$ cat src/inc/tcde_pkg.sv
package tcde_pkg;

  // ----------------------------------------------------------------
  // Widths and sizes
  // ----------------------------------------------------------------
  localparam int ADDR_W    = 16;            // Data space address width
  localparam int NCH       = 2;             // Channel count
  localparam int BURST_MAX = 8;             // Longest burst in bytes
  localparam int BIDX_W    = 3;             // Burst buffer index width
  localparam int BLEN_W    = 4;             // Burst length counter width
  localparam int BLK_W     = 17;            // Block counter, holds 64K
  localparam int RPT_W     = 9;             // Repeat counter, holds 256

  // ----------------------------------------------------------------
  // Data memory map
  // ----------------------------------------------------------------
  localparam logic [ADDR_W-1:0] EE_BASE   = 16'h1000; // Mapped storage window
  localparam logic [ADDR_W-1:0] SRAM_BASE = 16'h2000; // First SRAM byte
  localparam logic [ADDR_W-1:0] SRAM_MID  = 16'h6000; // Second SRAM section

  // Section codes, one per separately accessed memory set
  localparam logic [1:0] SECT_IO   = 2'h0;
  localparam logic [1:0] SECT_EE   = 2'h1;
  localparam logic [1:0] SECT_SRLO = 2'h2;
  localparam logic [1:0] SECT_SRHI = 2'h3;

  // ----------------------------------------------------------------
  // Access timing in clock cycles
  // ----------------------------------------------------------------
  localparam logic [1:0] LAT_IO       = 2'h1; // Any I/O access
  localparam logic [1:0] LAT_SR_FIRST = 2'h2; // Single SRAM read
  localparam logic [1:0] LAT_SR_NEXT  = 2'h1; // Following byte of a burst
  localparam logic [1:0] LAT_EE_FIRST = 2'h3; // Single storage read
  localparam logic [1:0] LAT_EE_NEXT  = 2'h2; // Following byte of a burst

  // ----------------------------------------------------------------
  // Mode encodings
  // ----------------------------------------------------------------
  localparam logic [1:0] AM_FIXED = 2'h0;   // Address held
  localparam logic [1:0] AM_INC   = 2'h1;   // Up one per byte
  localparam logic [1:0] AM_DEC   = 2'h2;   // Down one per byte

  localparam logic [1:0] RL_NONE  = 2'h0;   // Never restore
  localparam logic [1:0] RL_BLOCK = 2'h1;   // Restore at block end
  localparam logic [1:0] RL_BURST = 2'h2;   // Restore at burst end
  localparam logic [1:0] RL_TRANS = 2'h3;   // Restore at transaction end

  localparam logic [1:0] TRG_SW   = 2'h0;   // Software request
  localparam logic [1:0] TRG_PER  = 2'h1;   // Peripheral request
  localparam logic [1:0] TRG_EV   = 2'h2;   // Event pulse

  // ----------------------------------------------------------------
  // Per channel configuration
  // ----------------------------------------------------------------
  typedef struct packed {
    logic [ADDR_W-1:0] srcStart;  // Programmed source start
    logic [ADDR_W-1:0] dstStart;  // Programmed destination start
    logic [15:0]       blkSize;   // Block bytes, zero means 64K
    logic [7:0]        rptCnt;    // Blocks per transaction, zero means 256
    logic [1:0]        srcMode;   // Source address mode
    logic [1:0]        dstMode;   // Destination address mode
    logic [1:0]        srcReload; // Source reload point
    logic [1:0]        dstReload; // Destination reload point
    logic [1:0]        burstSel;  // Burst of 1, 2, 4 or 8 bytes
    logic [1:0]        trigSel;   // Trigger source
    logic              crcEn;     // Feed bytes to checksum unit
    logic              doneIrqEn; // Completion request enable
    logic              errIrqEn;  // Error request enable
  } tcde_cfg_t;

endpackage : tcde_pkg

$ cat src/logic/tcde_burst_buf.sv
`timescale 1ns/100ps

// Small burst store: one write port, registered read data
module tcde_burst_buf #(
  parameter int W  = 8,   // Data width
  parameter int D  = 8,   // Depth in words
  parameter int AW = 3    // Address width
) (
  input  wire logic          clk_sys,
  input  wire logic          wrEn,
  input  wire logic [AW-1:0] wrAddr,
  input  wire logic [W-1:0]  wrData,
  input  wire logic [AW-1:0] rdAddr,
  output logic      [W-1:0]  rdData_q
);

  logic [W-1:0] mem [D];    // Storage array, no reset needed

  // ----------------------------------------------------------------
  // Write and registered read
  // ----------------------------------------------------------------
  always_ff @(posedge clk_sys)
  begin
    if (wrEn)
    begin
      mem[wrAddr] <= wrData;
    end
    rdData_q <= mem[rdAddr];  // Old data on a same-address write
  end

endmodule : tcde_burst_buf

$ cat src/logic/tcde_engine.sv
`timescale 1ns/100ps

module tcde_engine
  import tcde_pkg::*;
(
  input  wire logic                  clk_sys,
  input  wire logic                  rst_b,
  input  tcde_cfg_t [NCH-1:0]        chCfg,
  input  wire logic [NCH-1:0]        chStart,
  input  wire logic [NCH-1:0]        swTrig,
  input  wire logic [NCH-1:0]        perReq,
  input  wire logic [NCH-1:0]        evIn,
  input  wire logic                  prioRr,
  input  wire logic                  linkEn,
  output logic                       rdReq,
  output logic      [ADDR_W-1:0]     rdAddr,
  output logic      [1:0]            rdSect,
  input  wire logic                  rdGnt,
  input  wire logic [7:0]            rdData,
  input  wire logic                  rdErr,
  output logic                       wrReq,
  output logic      [ADDR_W-1:0]     wrAddr,
  output logic      [1:0]            wrSect,
  output logic      [7:0]            wrData,
  input  wire logic                  wrGnt,
  input  wire logic                  wrErr,
  output logic                       crcValid,
  output logic      [7:0]            crcData,
  output logic      [NCH-1:0]        chBusy,
  output logic      [NCH-1:0]        doneIrq,
  output logic      [NCH-1:0]        errIrq
);

  // ----------------------------------------------------------------
  // Helper functions
  // ----------------------------------------------------------------

  // Memory section of an address
  function automatic logic [1:0] sectOf(input logic [ADDR_W-1:0] a);
    if (a < EE_BASE)
      return SECT_IO;
    else if (a < SRAM_BASE)
      return SECT_EE;
    else if (a < SRAM_MID)
      return SECT_SRLO;
    else
      return SECT_SRHI;
  endfunction : sectOf

  // Read latency by section and position in the burst
  function automatic logic [1:0] latOf(input logic [1:0] s, input logic first);
    if (s == SECT_IO)
      return LAT_IO;
    else if (s == SECT_EE)
      return first ? LAT_EE_FIRST : LAT_EE_NEXT;
    else
      return first ? LAT_SR_FIRST : LAT_SR_NEXT;
  endfunction : latOf

  // Address after one byte
  function automatic logic [ADDR_W-1:0] nextAddr(input logic [ADDR_W-1:0] a,
                                                 input logic [1:0] m);
    if (m == AM_INC)
      return a + 16'h0001;
    else if (m == AM_DEC)
      return a - 16'h0001;
    else
      return a;
  endfunction : nextAddr

  // Whether a reload point is reached
  function automatic logic reloadHit(input logic [1:0] m, input logic blk, input logic tr);
    return (m == RL_BURST) | ((m == RL_BLOCK) & blk) | ((m == RL_TRANS) & tr);
  endfunction : reloadHit

  // ----------------------------------------------------------------
  // Engine state
  // ----------------------------------------------------------------
  typedef enum logic [2:0] {
    S_IDLE,     // Waiting for a pending channel
    S_READ,     // Filling the burst buffer
    S_PREP,     // Buffer read latency
    S_WRITE     // Draining the buffer
  } tcde_state_t;

  tcde_state_t        state_q;      // Current state
  tcde_state_t        state_d;      // Next state
  logic               ch_q;         // Channel owning the datapath
  logic               lastCh_q;     // Last granted channel
  logic [BLEN_W-1:0]  burstN_q;     // Bytes in this burst
  logic [BLEN_W-1:0]  idx_q;        // Byte index in burst
  logic [1:0]         rdCnt_q;      // Granted read cycles so far
  logic               crcValid_q;   // Checksum strobe
  logic [7:0]         crcData_q;    // Checksum byte
  logic [NCH-1:0]     doneIrq_q;    // Completion pulse
  logic [NCH-1:0]     errIrq_q;     // Error pulse
  logic [7:0]         bufQ;         // Buffer read data

  // Per channel state, gathered from the channel slices
  logic [ADDR_W-1:0]  srcCur [NCH];
  logic [ADDR_W-1:0]  dstCur [NCH];
  logic [BLK_W-1:0]   blkRem [NCH];
  logic [RPT_W-1:0]   rptRem [NCH];
  logic [NCH-1:0]     armed;
  logic [NCH-1:0]     pend;

  // ----------------------------------------------------------------
  // Datapath decode
  // ----------------------------------------------------------------
  tcde_cfg_t          cfgA;         // Active channel settings
  wire logic          busy      = (state_q != S_IDLE);
  wire logic          inRead    = (state_q == S_READ);
  wire logic          inWrite   = (state_q == S_WRITE);
  wire logic [1:0]    srcSect   = sectOf(srcCur[ch_q]);
  wire logic [1:0]    dstSect   = sectOf(dstCur[ch_q]);
  wire logic [1:0]    lat       = latOf(srcSect, idx_q == 4'h0);
  wire logic [BLEN_W-1:0] lastIdx = burstN_q - 4'h1;

  assign cfgA = chCfg[ch_q];

  // A byte is captured only on the granted cycle that ends its latency
  wire logic rdFire   = inRead & rdGnt & (rdCnt_q == lat - 2'h1);
  wire logic wrFire   = inWrite & wrGnt;
  wire logic lastRd   = rdFire & (idx_q == lastIdx);
  wire logic burstEnd = wrFire & (idx_q == lastIdx);
  wire logic blkEnd   = burstEnd & (blkRem[ch_q] == {13'h0000, burstN_q});
  wire logic trEnd    = blkEnd & (rptRem[ch_q] == 9'h001);
  wire logic busErr   = (inRead & rdErr) | (inWrite & wrErr);

  // ----------------------------------------------------------------
  // Channel selection
  // ----------------------------------------------------------------
  wire logic [NCH-1:0] ready = armed & pend;
  wire logic           both  = &ready;
  // Alternating mode hands a tie to the channel not served last
  wire logic pickCh  = both ? (prioRr & ~lastCh_q) : ready[1];
  wire logic pickGo  = ~busy & (|ready);

  // Burst length, cut short by what is left of the block
  wire logic [BLEN_W-1:0] selBytes = 4'h1 << chCfg[pickCh].burstSel;
  wire logic [BLK_W-1:0]  pickRem  = blkRem[pickCh];
  wire logic [BLEN_W-1:0] pickN    = (pickRem < {13'h0000, selBytes}) ?
                                     pickRem[BLEN_W-1:0] : selBytes;

  // ----------------------------------------------------------------
  // Channel slices
  // ----------------------------------------------------------------
  for (genvar i = 0; i < NCH; i++)
  begin : g_ch
    logic [ADDR_W-1:0] src_q;       // Current source address
    logic [ADDR_W-1:0] dst_q;       // Current destination address
    logic [BLK_W-1:0]  blk_q;       // Bytes left in block
    logic [RPT_W-1:0]  rpt_q;       // Blocks left in transaction
    logic              armed_q;     // Transaction open
    logic              pend_q;      // Trigger waiting

    tcde_cfg_t         cfg;
    assign cfg = chCfg[i];

    // Start values, zero sizes stand for the largest
    wire logic [BLK_W-1:0] blkInit = (cfg.blkSize == 16'h0000) ? 17'h10000 : {1'b0, cfg.blkSize};
    wire logic [RPT_W-1:0] rptInit = (cfg.rptCnt == 8'h00) ? 9'h100 : {1'b0, cfg.rptCnt};

    wire logic act     = busy & (ch_q == i);
    // The partner finishing re-opens this channel when linked
    wire logic kick    = linkEn & busy & (ch_q != i) & trEnd;
    wire logic armNow  = ~armed_q & (chStart[i] | kick);
    wire logic trigHit = armed_q & (((cfg.trigSel == TRG_SW) & swTrig[i]) |
                                    ((cfg.trigSel == TRG_PER) & perReq[i]) |
                                    ((cfg.trigSel == TRG_EV) & evIn[i]));
    // Hardware triggers allow one burst, software runs to the end
    wire logic pendClr = (pickGo & (pickCh == i) & (cfg.trigSel != TRG_SW)) |
                         (act & (trEnd | busErr));
    wire logic srcRl   = act & burstEnd & reloadHit(cfg.srcReload, blkEnd, trEnd);
    wire logic dstRl   = act & burstEnd & reloadHit(cfg.dstReload, blkEnd, trEnd);

    // Open, trigger and close bookkeeping
    always_ff @(posedge clk_sys)
    begin
      if (!rst_b)
      begin
        armed_q <= 1'b0;
        pend_q  <= 1'b0;
      end
      else
      begin
        armed_q <= armNow | (armed_q & ~(act & (trEnd | busErr)));
        // A new trigger wins over a clear in the same cycle
        pend_q  <= trigHit | (armNow & kick) | (pend_q & ~pendClr);
      end
    end

    // Source address walk and reload
    always_ff @(posedge clk_sys)
    begin
      if (!rst_b)
        src_q <= '0;
      else if (armNow)
        src_q <= cfg.srcStart;
      else if (srcRl)
        src_q <= cfg.srcStart;
      else if (act & rdFire)
        src_q <= nextAddr(src_q, cfg.srcMode);
    end

    // Destination address walk and reload
    always_ff @(posedge clk_sys)
    begin
      if (!rst_b)
        dst_q <= '0;
      else if (armNow)
        dst_q <= cfg.dstStart;
      else if (dstRl)
        dst_q <= cfg.dstStart;
      else if (act & wrFire)
        dst_q <= nextAddr(dst_q, cfg.dstMode);
    end

    // Block and repeat counters
    always_ff @(posedge clk_sys)
    begin
      if (!rst_b)
      begin
        blk_q <= '0;
        rpt_q <= '0;
      end
      else if (armNow)
      begin
        blk_q <= blkInit;
        rpt_q <= rptInit;
      end
      else if (act & blkEnd)
      begin
        blk_q <= blkInit;
        rpt_q <= rpt_q - 9'h001;
      end
      else if (act & burstEnd)
      begin
        blk_q <= blk_q - {13'h0000, burstN_q};
      end
    end

    assign srcCur[i] = src_q;
    assign dstCur[i] = dst_q;
    assign blkRem[i] = blk_q;
    assign rptRem[i] = rpt_q;
    assign armed[i]  = armed_q;
    assign pend[i]   = pend_q;
  end : g_ch

  // ----------------------------------------------------------------
  // Sequencer
  // ----------------------------------------------------------------

  // Next state: read burst, one buffer latency cycle, write burst
  always_comb
  begin
    state_d = state_q;
    unique case (state_q)
      S_IDLE:
        if (pickGo)
          state_d = S_READ;
      S_READ:
        if (busErr)
          state_d = S_IDLE;
        else if (lastRd)
          state_d = S_PREP;
      S_PREP:
        state_d = S_WRITE;
      S_WRITE:
        if (busErr | burstEnd)
          state_d = S_IDLE;
    endcase
  end

  // State and channel ownership
  always_ff @(posedge clk_sys)
  begin
    if (!rst_b)
    begin
      state_q  <= S_IDLE;
      ch_q     <= 1'b0;
      lastCh_q <= 1'b1;
      burstN_q <= '0;
    end
    else
    begin
      state_q <= state_d;
      if (pickGo)
      begin
        ch_q     <= pickCh;
        lastCh_q <= pickCh;
        burstN_q <= pickN;
      end
    end
  end

  // Byte index and read latency count; no grant, no progress
  always_ff @(posedge clk_sys)
  begin
    if (!rst_b)
    begin
      idx_q   <= '0;
      rdCnt_q <= '0;
    end
    else
    begin
      if (pickGo | lastRd)
        idx_q <= '0;
      else if (rdFire | wrFire)
        idx_q <= idx_q + 4'h1;
      if (rdFire | ~inRead)
        rdCnt_q <= '0;
      else if (rdGnt)
        rdCnt_q <= rdCnt_q + 2'h1;
    end
  end

  // ----------------------------------------------------------------
  // Burst buffer
  // ----------------------------------------------------------------

  // Read address runs one byte ahead while writes are accepted
  wire logic [BIDX_W-1:0] bufRa = inWrite ? (wrFire ? idx_q[BIDX_W-1:0] + 3'h1 : idx_q[BIDX_W-1:0])
                                          : '0;

  tcde_burst_buf #(
    .W  (8),
    .D  (BURST_MAX),
    .AW (BIDX_W)
  ) u_buf (
    .clk_sys  (clk_sys),
    .wrEn     (rdFire),
    .wrAddr   (idx_q[BIDX_W-1:0]),
    .wrData   (rdData),
    .rdAddr   (bufRa),
    .rdData_q (bufQ)
  );

  // ----------------------------------------------------------------
  // Checksum feed and channel requests
  // ----------------------------------------------------------------

  // Each written byte is offered to the checksum unit
  always_ff @(posedge clk_sys)
  begin
    if (!rst_b)
    begin
      crcValid_q <= 1'b0;
      crcData_q  <= '0;
      doneIrq_q  <= '0;
      errIrq_q   <= '0;
    end
    else
    begin
      crcValid_q <= wrFire & cfgA.crcEn;
      crcData_q  <= bufQ;
      for (int i = 0; i < NCH; i++)
      begin
        doneIrq_q[i] <= busy & (ch_q == i) & trEnd & chCfg[i].doneIrqEn;
        errIrq_q[i]  <= busy & (ch_q == i) & busErr & chCfg[i].errIrqEn;
      end
    end
  end

  // ----------------------------------------------------------------
  // Bus ports
  // ----------------------------------------------------------------

  // Read and write masters carry their own section, though the engine
  // raises rdReq only in S_READ and wrReq only in S_WRITE, never both in one cycle;
  // any section may be a source or a destination
  assign rdReq    = inRead;
  assign rdAddr   = srcCur[ch_q];
  assign rdSect   = srcSect;
  assign wrReq    = inWrite;
  assign wrAddr   = dstCur[ch_q];
  assign wrSect   = dstSect;
  assign wrData   = bufQ;
  assign crcValid = crcValid_q;
  assign crcData  = crcData_q;
  assign chBusy   = armed;
  assign doneIrq  = doneIrq_q;
  assign errIrq   = errIrq_q;

endmodule : tcde_engine

$ cat config.mk
export PLATFORM = sky130hd
export DESIGN_NAME = tcde_engine
export DESIGN_NICKNAME = d
export VERILOG_FILES = /design/src/inc/tcde_pkg.sv /design/src/logic/tcde_burst_buf.sv /design/src/logic/tcde_engine.sv
export SDC_FILE = /design/constraint.sdc
export NUM_CORES = 1
export LEC_CHECK = 0
export ABC_AREA = 1
export BUFFER_PORTS_ARGS = -buffer_cell sky130_fd_sc_hd__buf_2
export CAP_MARGIN = 25
export CORE_UTILIZATION = 43
export DETAILED_ROUTE_END_ITERATION = 12
export PLACE_DENSITY = 0.65
export RECOVER_POWER = 25
export SLEW_MARGIN = 10
export SYNTH_ARGS = -nofsm -noshare
export SYNTH_HDL_FRONTEND = slang
export SYNTH_HIERARCHICAL = 1
export SYNTH_SLANG_ARGS = --single-unit
$ cat constraint.sdc
create_clock -name clk_sys -period 3.29 [get_ports clk_sys]
set_input_delay 0 -clock clk_sys [delete_from_list [all_inputs] [get_ports clk_sys]]
set_output_delay 0 -clock clk_sys [all_outputs]
set_load 0.01 [all_outputs]
Word level (Yosys, flattened, before mapping)
Memories as Yosys holds them, arrays and structs flattened. A register that Yosys moved wholly into a read port is not among the register bits.
Cells that the tools add are included.
{ "word_totals": {"register_bits": 148, "ramBits": 64, "input_bits": 166, "output_inout_bits": 61, "wordCells": 306, "memories": 1} }
{ "mem_list": {"columns": ["memory", "words", "width", "read_ports", "rd_clocked_by_memory_dff", "wr", "line_no", "text"], "rows": [
  ["u_buf.mem", 8, 8, 1, 1, 1, "tcde_burst_buf.sv:17", "logic [W-1:0] mem [D];"]
]} }
{ "op_classes": {"addsub": 17, "n_lt_le_gt_ge": 11, "eq_ne": 35, "shifts": 1, "n_mux": 74, "bitwise_logic": 112, "reduce_logical": 33} }
{ "ops": {"columns": ["operator", "n"], "rows": [
  ["$mux 16", 26],
  ["$mux 17", 14],
  ["$mux 9", 9],
  ["$and 1x1->1", 69],
  ["$add 16x1->16 const B", 4],
  ["$sub 16x1->16 const B", 4],
  ["$sub 17x4->17", 2],
  ["$logic_not 16->1", 2],
  ["$lt 16x13->1 const B", 2],
  ["$lt 16x14->1 const B", 2],
  ["$lt 16x15->1 const B", 2],
  ["$eq 2x2->1 const B", 14],
  ["$or 1x1->1", 28],
  ["$mux 3", 8],
  ["$eq 2x1->1 const B", 11],
  ["$reduce_bool 3->1", 7],
  ["$sub 9x1->9 const B", 2],
  ["$eq 17x4->1", 1],
  ["$lt 17x4->1", 1],
  ["$logic_not 8->1", 2],
  ["$reduce_bool 4->1", 4],
  ["$mux 2", 7],
  ["$mux 7", 2],
  ["$not 1->1", 12],
  ["other kinds (28)", 48]
]} }

Depth between registers and ports, before layout
{ "logic_depth": {"word_depth": 18, "ltp_mapped": 18, "ltp_nobuf": 18} }

By module
The synthesis kept the hierarchy.
{ "by_module_without_submodules": {"columns": ["mod", "instances", "cells_per_inst", "area_per_inst_um2", "seq_area_each_um2"], "rows": [
  ["tcde_engine", 1, 2113, 12746.0, 2942.8],
  ["tcde_burst_buf", 1, 303, 3050.4, 2082.0]
]} }

Least setup slack after synthesis
Ideal clock, no wire load.
{ "synth_path": {"path_type": "reg-to-reg", "start": "register g_ch[0].armed_q", "end": "register burstN_q[0]", "setup_ns": 0.074, "t_arrival_ns": 2.330, "required_time_ns": 3.216, "path_slack_ns": 0.886, "stages_incl_launch_ff": 15, "n_path_buf": 0, "synth_period_minus_slack_ns": 2.404, "path_cell_list": "dfxtp_1 > nand2_1 > o21ai_1 > nand2_1 > o21ai_0 > inv_1 > or2_2 > ha_1 > a21oi_1 > o211ai_1 > nor3_1 > nand2_1 > o21ai_0 > nand3_1 > o21ai_0"} }
{ "synth_via": {"elab_chain_len": 9, "elab_cells_between_ends": 14, "cone_classes": "order compare: 1; shift: 1; mux: 7; bitwise: 3; reduce/logical: 2"} }
{ "synth_lines": {"columns": ["item", "line_no", "text"], "rows": [
  ["start, declared", "tcde_engine.sv:154", "logic armed_q;"],
  ["start signal, assigned", "tcde_engine.sv:187", "armed_q <= armNow | (armed_q & ~(act & (trEnd | busErr)));"],
  ["$and 2x2->2 *", "tcde_engine.sv:133", "wire logic [NCH-1:0] ready = armed & pend;"],
  ["$reduce_and 2->1", "tcde_engine.sv:134", "wire logic both = &ready;"],
  ["$mux 1", "tcde_engine.sv:136", "wire logic pickCh = both ? (prioRr & ~lastCh_q) : ready[1];"],
  ["$not 1->2 (implied by the code)", "tcde_engine.sv:141", "wire logic [BLK_W-1:0] pickRem = blkRem[pickCh];"],
  ["$mux 17 (implied by the code) (3 in a row)", "tcde_engine.sv:141", null],
  ["$lt 17x4->1", "tcde_engine.sv:142", "wire logic [BLEN_W-1:0] pickN = (pickRem < {13'h0000, selBytes}) ?"],
  ["$mux 4", "tcde_engine.sv:142", null],
  ["end signal, assigned", "tcde_engine.sv:293", "burstN_q <= pickN;"],
  ["end, declared", "tcde_engine.sv:90", "logic [BLEN_W-1:0] burstN_q;"]
]} }
Every way passes the cells marked *; elsewhere a longest branch is shown, timed or not. The select of a mux whose other input is x is not followed.
A chain may end at the register's enable or synchronous reset.

Final worst setup path
{ "layout_path": {"start": "register burstN_q[1]", "end": "register g_ch[0].dst_q[10]"} }
{ "layout_via": {"elab_chain_len": 10, "elab_cells_between_ends": 20, "cone_classes": "add/sub: 1; eq/ne: 2; mux: 2; bitwise: 12; reduce/logical: 3"} }
{ "layout_lines": {"columns": ["item", "line_no", "text"], "rows": [
  ["$sub 4x1->4", "tcde_engine.sv:117", "wire logic [BLEN_W-1:0] lastIdx = burstN_q - 4'h1;"],
  ["$eq 4x4->1", "tcde_engine.sv:125", "wire logic burstEnd = wrFire & (idx_q == lastIdx);"],
  ["$and 1x1->1", "tcde_engine.sv:125", null],
  ["$and 1x1->1", "tcde_engine.sv:126", "wire logic blkEnd = burstEnd & (blkRem[ch_q] == {13'h0000, burstN_q});"],
  ["$and 1x1->1, on equally long branches", "tcde_engine.sv:127, tcde_engine.sv:73", null],
  ["$and 1x1->1, or another cell as far along", "tcde_engine.sv:166", "wire logic kick = linkEn & busy & (ch_q != i) & trEnd;"],
  ["$or 1x1->1, on equally long branches", "tcde_engine.sv:167, tcde_engine.sv:73", null],
  ["$and 1x1->1, on equally long branches", "tcde_engine.sv:167, tcde_engine.sv:175", null],
  ["$reduce_bool 4->1 (no line), or another cell as far along", null, null],
  ["$reduce_and 2->1 (no line) / $mux 16 (equally long branches)", null, null],
  ["end signal, assigned", "tcde_engine.sv:212", "dst_q <= cfg.dstStart;"],
  ["end signal, assigned", "tcde_engine.sv:214", "dst_q <= cfg.dstStart;"],
  ["end signal, assigned", "tcde_engine.sv:216", "dst_q <= nextAddr(dst_q, cfg.dstMode);"],
  ["end, declared", "tcde_engine.sv:151", "logic [ADDR_W-1:0] dst_q;"]
]} }
Several ways; a longest one is shown, not always the timed one.

==> impl_metrics.yaml <==
power:
  p_leak_nw: 9.94
  vdd_ir_drop_max_uv: 338
  pwr_density_cell_mw_per_mm2: 421
logic_synthesis:
  synth_compound_area_share_pct: 11.3
  synth_cells: 2416
  synth_area_mm2: 0.0158
  ys.flop_type: "dfxtp_1"
  synthAdderAreaFrac_pct: 6.78
  yosysTopAreaCellShare_pct: 19.6
  synthTopCellsByArea: "dfxtp_1 (20%), nand2_1 (18%), edfxtp_1 (12%), inv_1 (7.9%), nand3_1 (6.1%)"
  yosys.area_share.simple_pct: 33.8
  yosysWarnings: 6
  synth_xor_area_share_pct: 4.71
  avgSynthCellArea_um2: 6.54
  muxShareOfSynthArea_pct: 0
  yosysSeqAreaShare_pct: 31.8
  ys_async_sr_fraction_pct: 0
  synth_top_family_by_area: "simple AND/OR/NAND/NOR gates"
  synth-seq-cells: 219
  synth_edf_count: 64
  synth_area_leader_cell: "dfxtp_1"
  netlist-cell-type-count: 48
  synth.net_count: 2664
setup_path:
  cp.required_ps: 3690
  cp_max_fo: 17
  cp_common_cell: "nand2_1"
  worst_setup_path_start_kind: "flip-flop"
  critPathCaptureType: "flip-flop"
  worstPathArrival_ps: 3350
  max_stage_delay_ps: 450
  crit_chain: "inv_1 > ha_1 > inv_1 > nand2_1 > nand2_1 > nor2_1 > nand3_1 > nor2_1 > nand2_1 > nor2_1 > nand2_2 > nand3_4 > inv_2 > nand2_1 > a21oi_1"
  crit_buf_inv: 3
  crit_path_top_delay_cell: "dfxtp_1"
  cp_top_family: "simple AND/OR/NAND/NOR gates"
  path_class: "reg2reg"
final_layout:
  syn_to_final_growth_pct: 23.9
  drive_gt1_share_pct: 12.2
  stdcell_area_mm2: 0.0196
  final_common_cell: "nand2_1"
  final_nets: 3016
  mostFrequentLayoutCells: "nand2_1 (737), inv_1 (332), nor2_1 (212)"
clock_tree:
  cts_tree: "yes"
  clk_path_buf_depth: 3
  cts_buffers: 26
  cts.reportedPaths.clkPinSlew_ps: 70
  htreeDepth: 1
  clk_latency_ps: 550
  cts.root.buffer_cell: "clkbuf_16"
  cts_sinks: 219
sta:
  max_freq_mhz: 339
  finalSetupViolCount: 0
  tightest_slew_ps: 884
  slew_viol_final: 0
  hold_violations: 0
  hold_slack_ps: 70.4
  fin_worst_skew_ps: 16.9
  period_minus_slack_ps: 2950
  max_slew_margin_pct: 41.1
  tns_ps: 0
  rsz0062_at_grt: "no"
  finalCritPeriodShare_pct: 89.8
placement:
  hpwl_um: 37600
  globalplace.congestion: 0.936
  place_area_mm2: 0.0173
  port-buffer-count: 226
floorplanning:
  coreArea_mm2: 0.0358
  start_util_pct: 44.1
  die_area_mm2: 0.0375
  fp.dieH_um: 194
  num_rows: 69
  die_w_um: 194
  ios: 227
worst_hold_path:
  hold_path.class: "in2reg"
drt:
  wl_per_cell_um: 15.7
  dr.pass1.iters: 5
  drt_wl_total_um: 50900
  vias: 16704
  ant_nets: 0
  viasPerCell: 5.14
  dr.first_iter.drc_count: 1298
  drc: 0
global_routing:
  grt.overflow.total: 0
  grt_start_max_net_pins: 70
  grt_pass1_vias: 15715
  antenna_found_initial: 1
  grt_pass1_wl_um: 80800
  grt.total_usage_pct: 26.5
run_status:
  status: "complete, no violations"
run:
  drv_cap: 0
## cell usage after synthesis, types with 14 or more instances
library cell / instances
nand3b_1: 14
buf_2: 17
nor2_1: 212
buf_6: 16
nor3_1: 23
ha_1: 76
inv_1: 332
a21oi_1: 166
nand3_1: 193
inv_2: 17
clkbuf_1: 26
o21ai_0: 113
xnor2_1: 28
nor4_1: 14
nand4_1: 30
buf_4: 18
dfxtp_1: 155
edfxtp_1: 64
xor2_1: 57
nand2_1: 738
## report_power, final
group / internal, W / switching [W] / leakage, nW / total [W]
registers: 0.00291 / 0.000147 / 1.85 / 0.00306
clock network: 0.00173 / 0.00123 / 0.431 / 0.00295
logic: 0.000887 / 0.00134 / 7.66 / 0.00222
## state kept, by name, summed over array words and instances (netlist names), 2 cells and up, named ones only
name,flops
u_buf/mem,64
g_ch.blk_q,34
g_ch.dst_q,32
g_ch.src_q,32
g_ch.rpt_q,18
crcData,8
u_buf/rdData_q,8
burstN_q,4
idx_q,4
doneIrq,2
errIrq,2
g_ch.armed_q,2
g_ch.pend_q,2
rdCnt_q,2
## per-stage QoR
step	utilization (%)	power (W)	instances	setup slack, ps
2_1_floorplan	-	0.00458	2416	886
3_3_place_gp	48.2	0.00514	3059	348
3_5_place_dp	48.2	0.00516	3059	271
4_1_cts	54.6	0.00826	3246	238
5_1_grt	54.6	0.00867	3250	7.29
6_report	54.6	0.00823	3250	337
## path summary, 6_finish.rpt
path / startpoint / to / slack [ps] / depth (start not counted)
hold reg to reg: u_buf/rdData_q[4] / crcData[4] / 440 / 2
hold / removal: chCfg[6] / burstN_q[2] / 70 / 7
setup reg to reg: burstN_q[1] / g_ch[0].dst_q[10] / 340 / 15
setup / recovery: burstN_q[1] / g_ch[0].dst_q[10] / 340 / 15
## worst reg2reg max path, delay by kind of cell, from the launching register on
family                     cells  cell delay, ps
and+or+nand+nor               10            1700
DFF                            1             450
adders and majority gates      1             300
buffers and inverters          3             290
AOI/OAI and AO/OA              1              70
## cell families after synthesis
kind of cell             Yosys count
flip-flops                       219
buffers and inverters            430
AO/OA/AOI/OAI                    336
AND/OR/NAND/NOR                 1264
XOR/XNOR                          85
adder cells (fa/ha/maj)           82
## routing by layer
layer	part of all wire [%]	vias up	track usage [%]
met3	7.1	96	3.60
met5	0	-	0
met2	43	593	41.7
li1	-	8442	-
met1	47	7573	37.7
met4	2.8	0	7.56
## layout make-up
| cell class | instances | area [um2] |
|---|---|---|
| Inverter | 351 | 1320 |
| Clock inverter | 16 | 159 |
| Multi-Input combinational cell | 1767 | 8970 |
| Tap cell | 461 | 577 |
| Fill cell | 3585 | 16300 |
| Timing Repair Buffer | 403 | 2780 |
| Clock buffer | 32 | 723 |
| Sequential cell | 219 | 5030 |
| Antenna cell | 1 | 2.50 |
## what timing repair did
item,4_1_cts,5_1_grt
endpoints found under the hold margin,198,0
gates resized for setup,0,5
hold buffers,139,0
endpoints found under the setup margin,0,33
setup buffers,0,3
No activity file was read; power rests on OpenSTA's default activity.
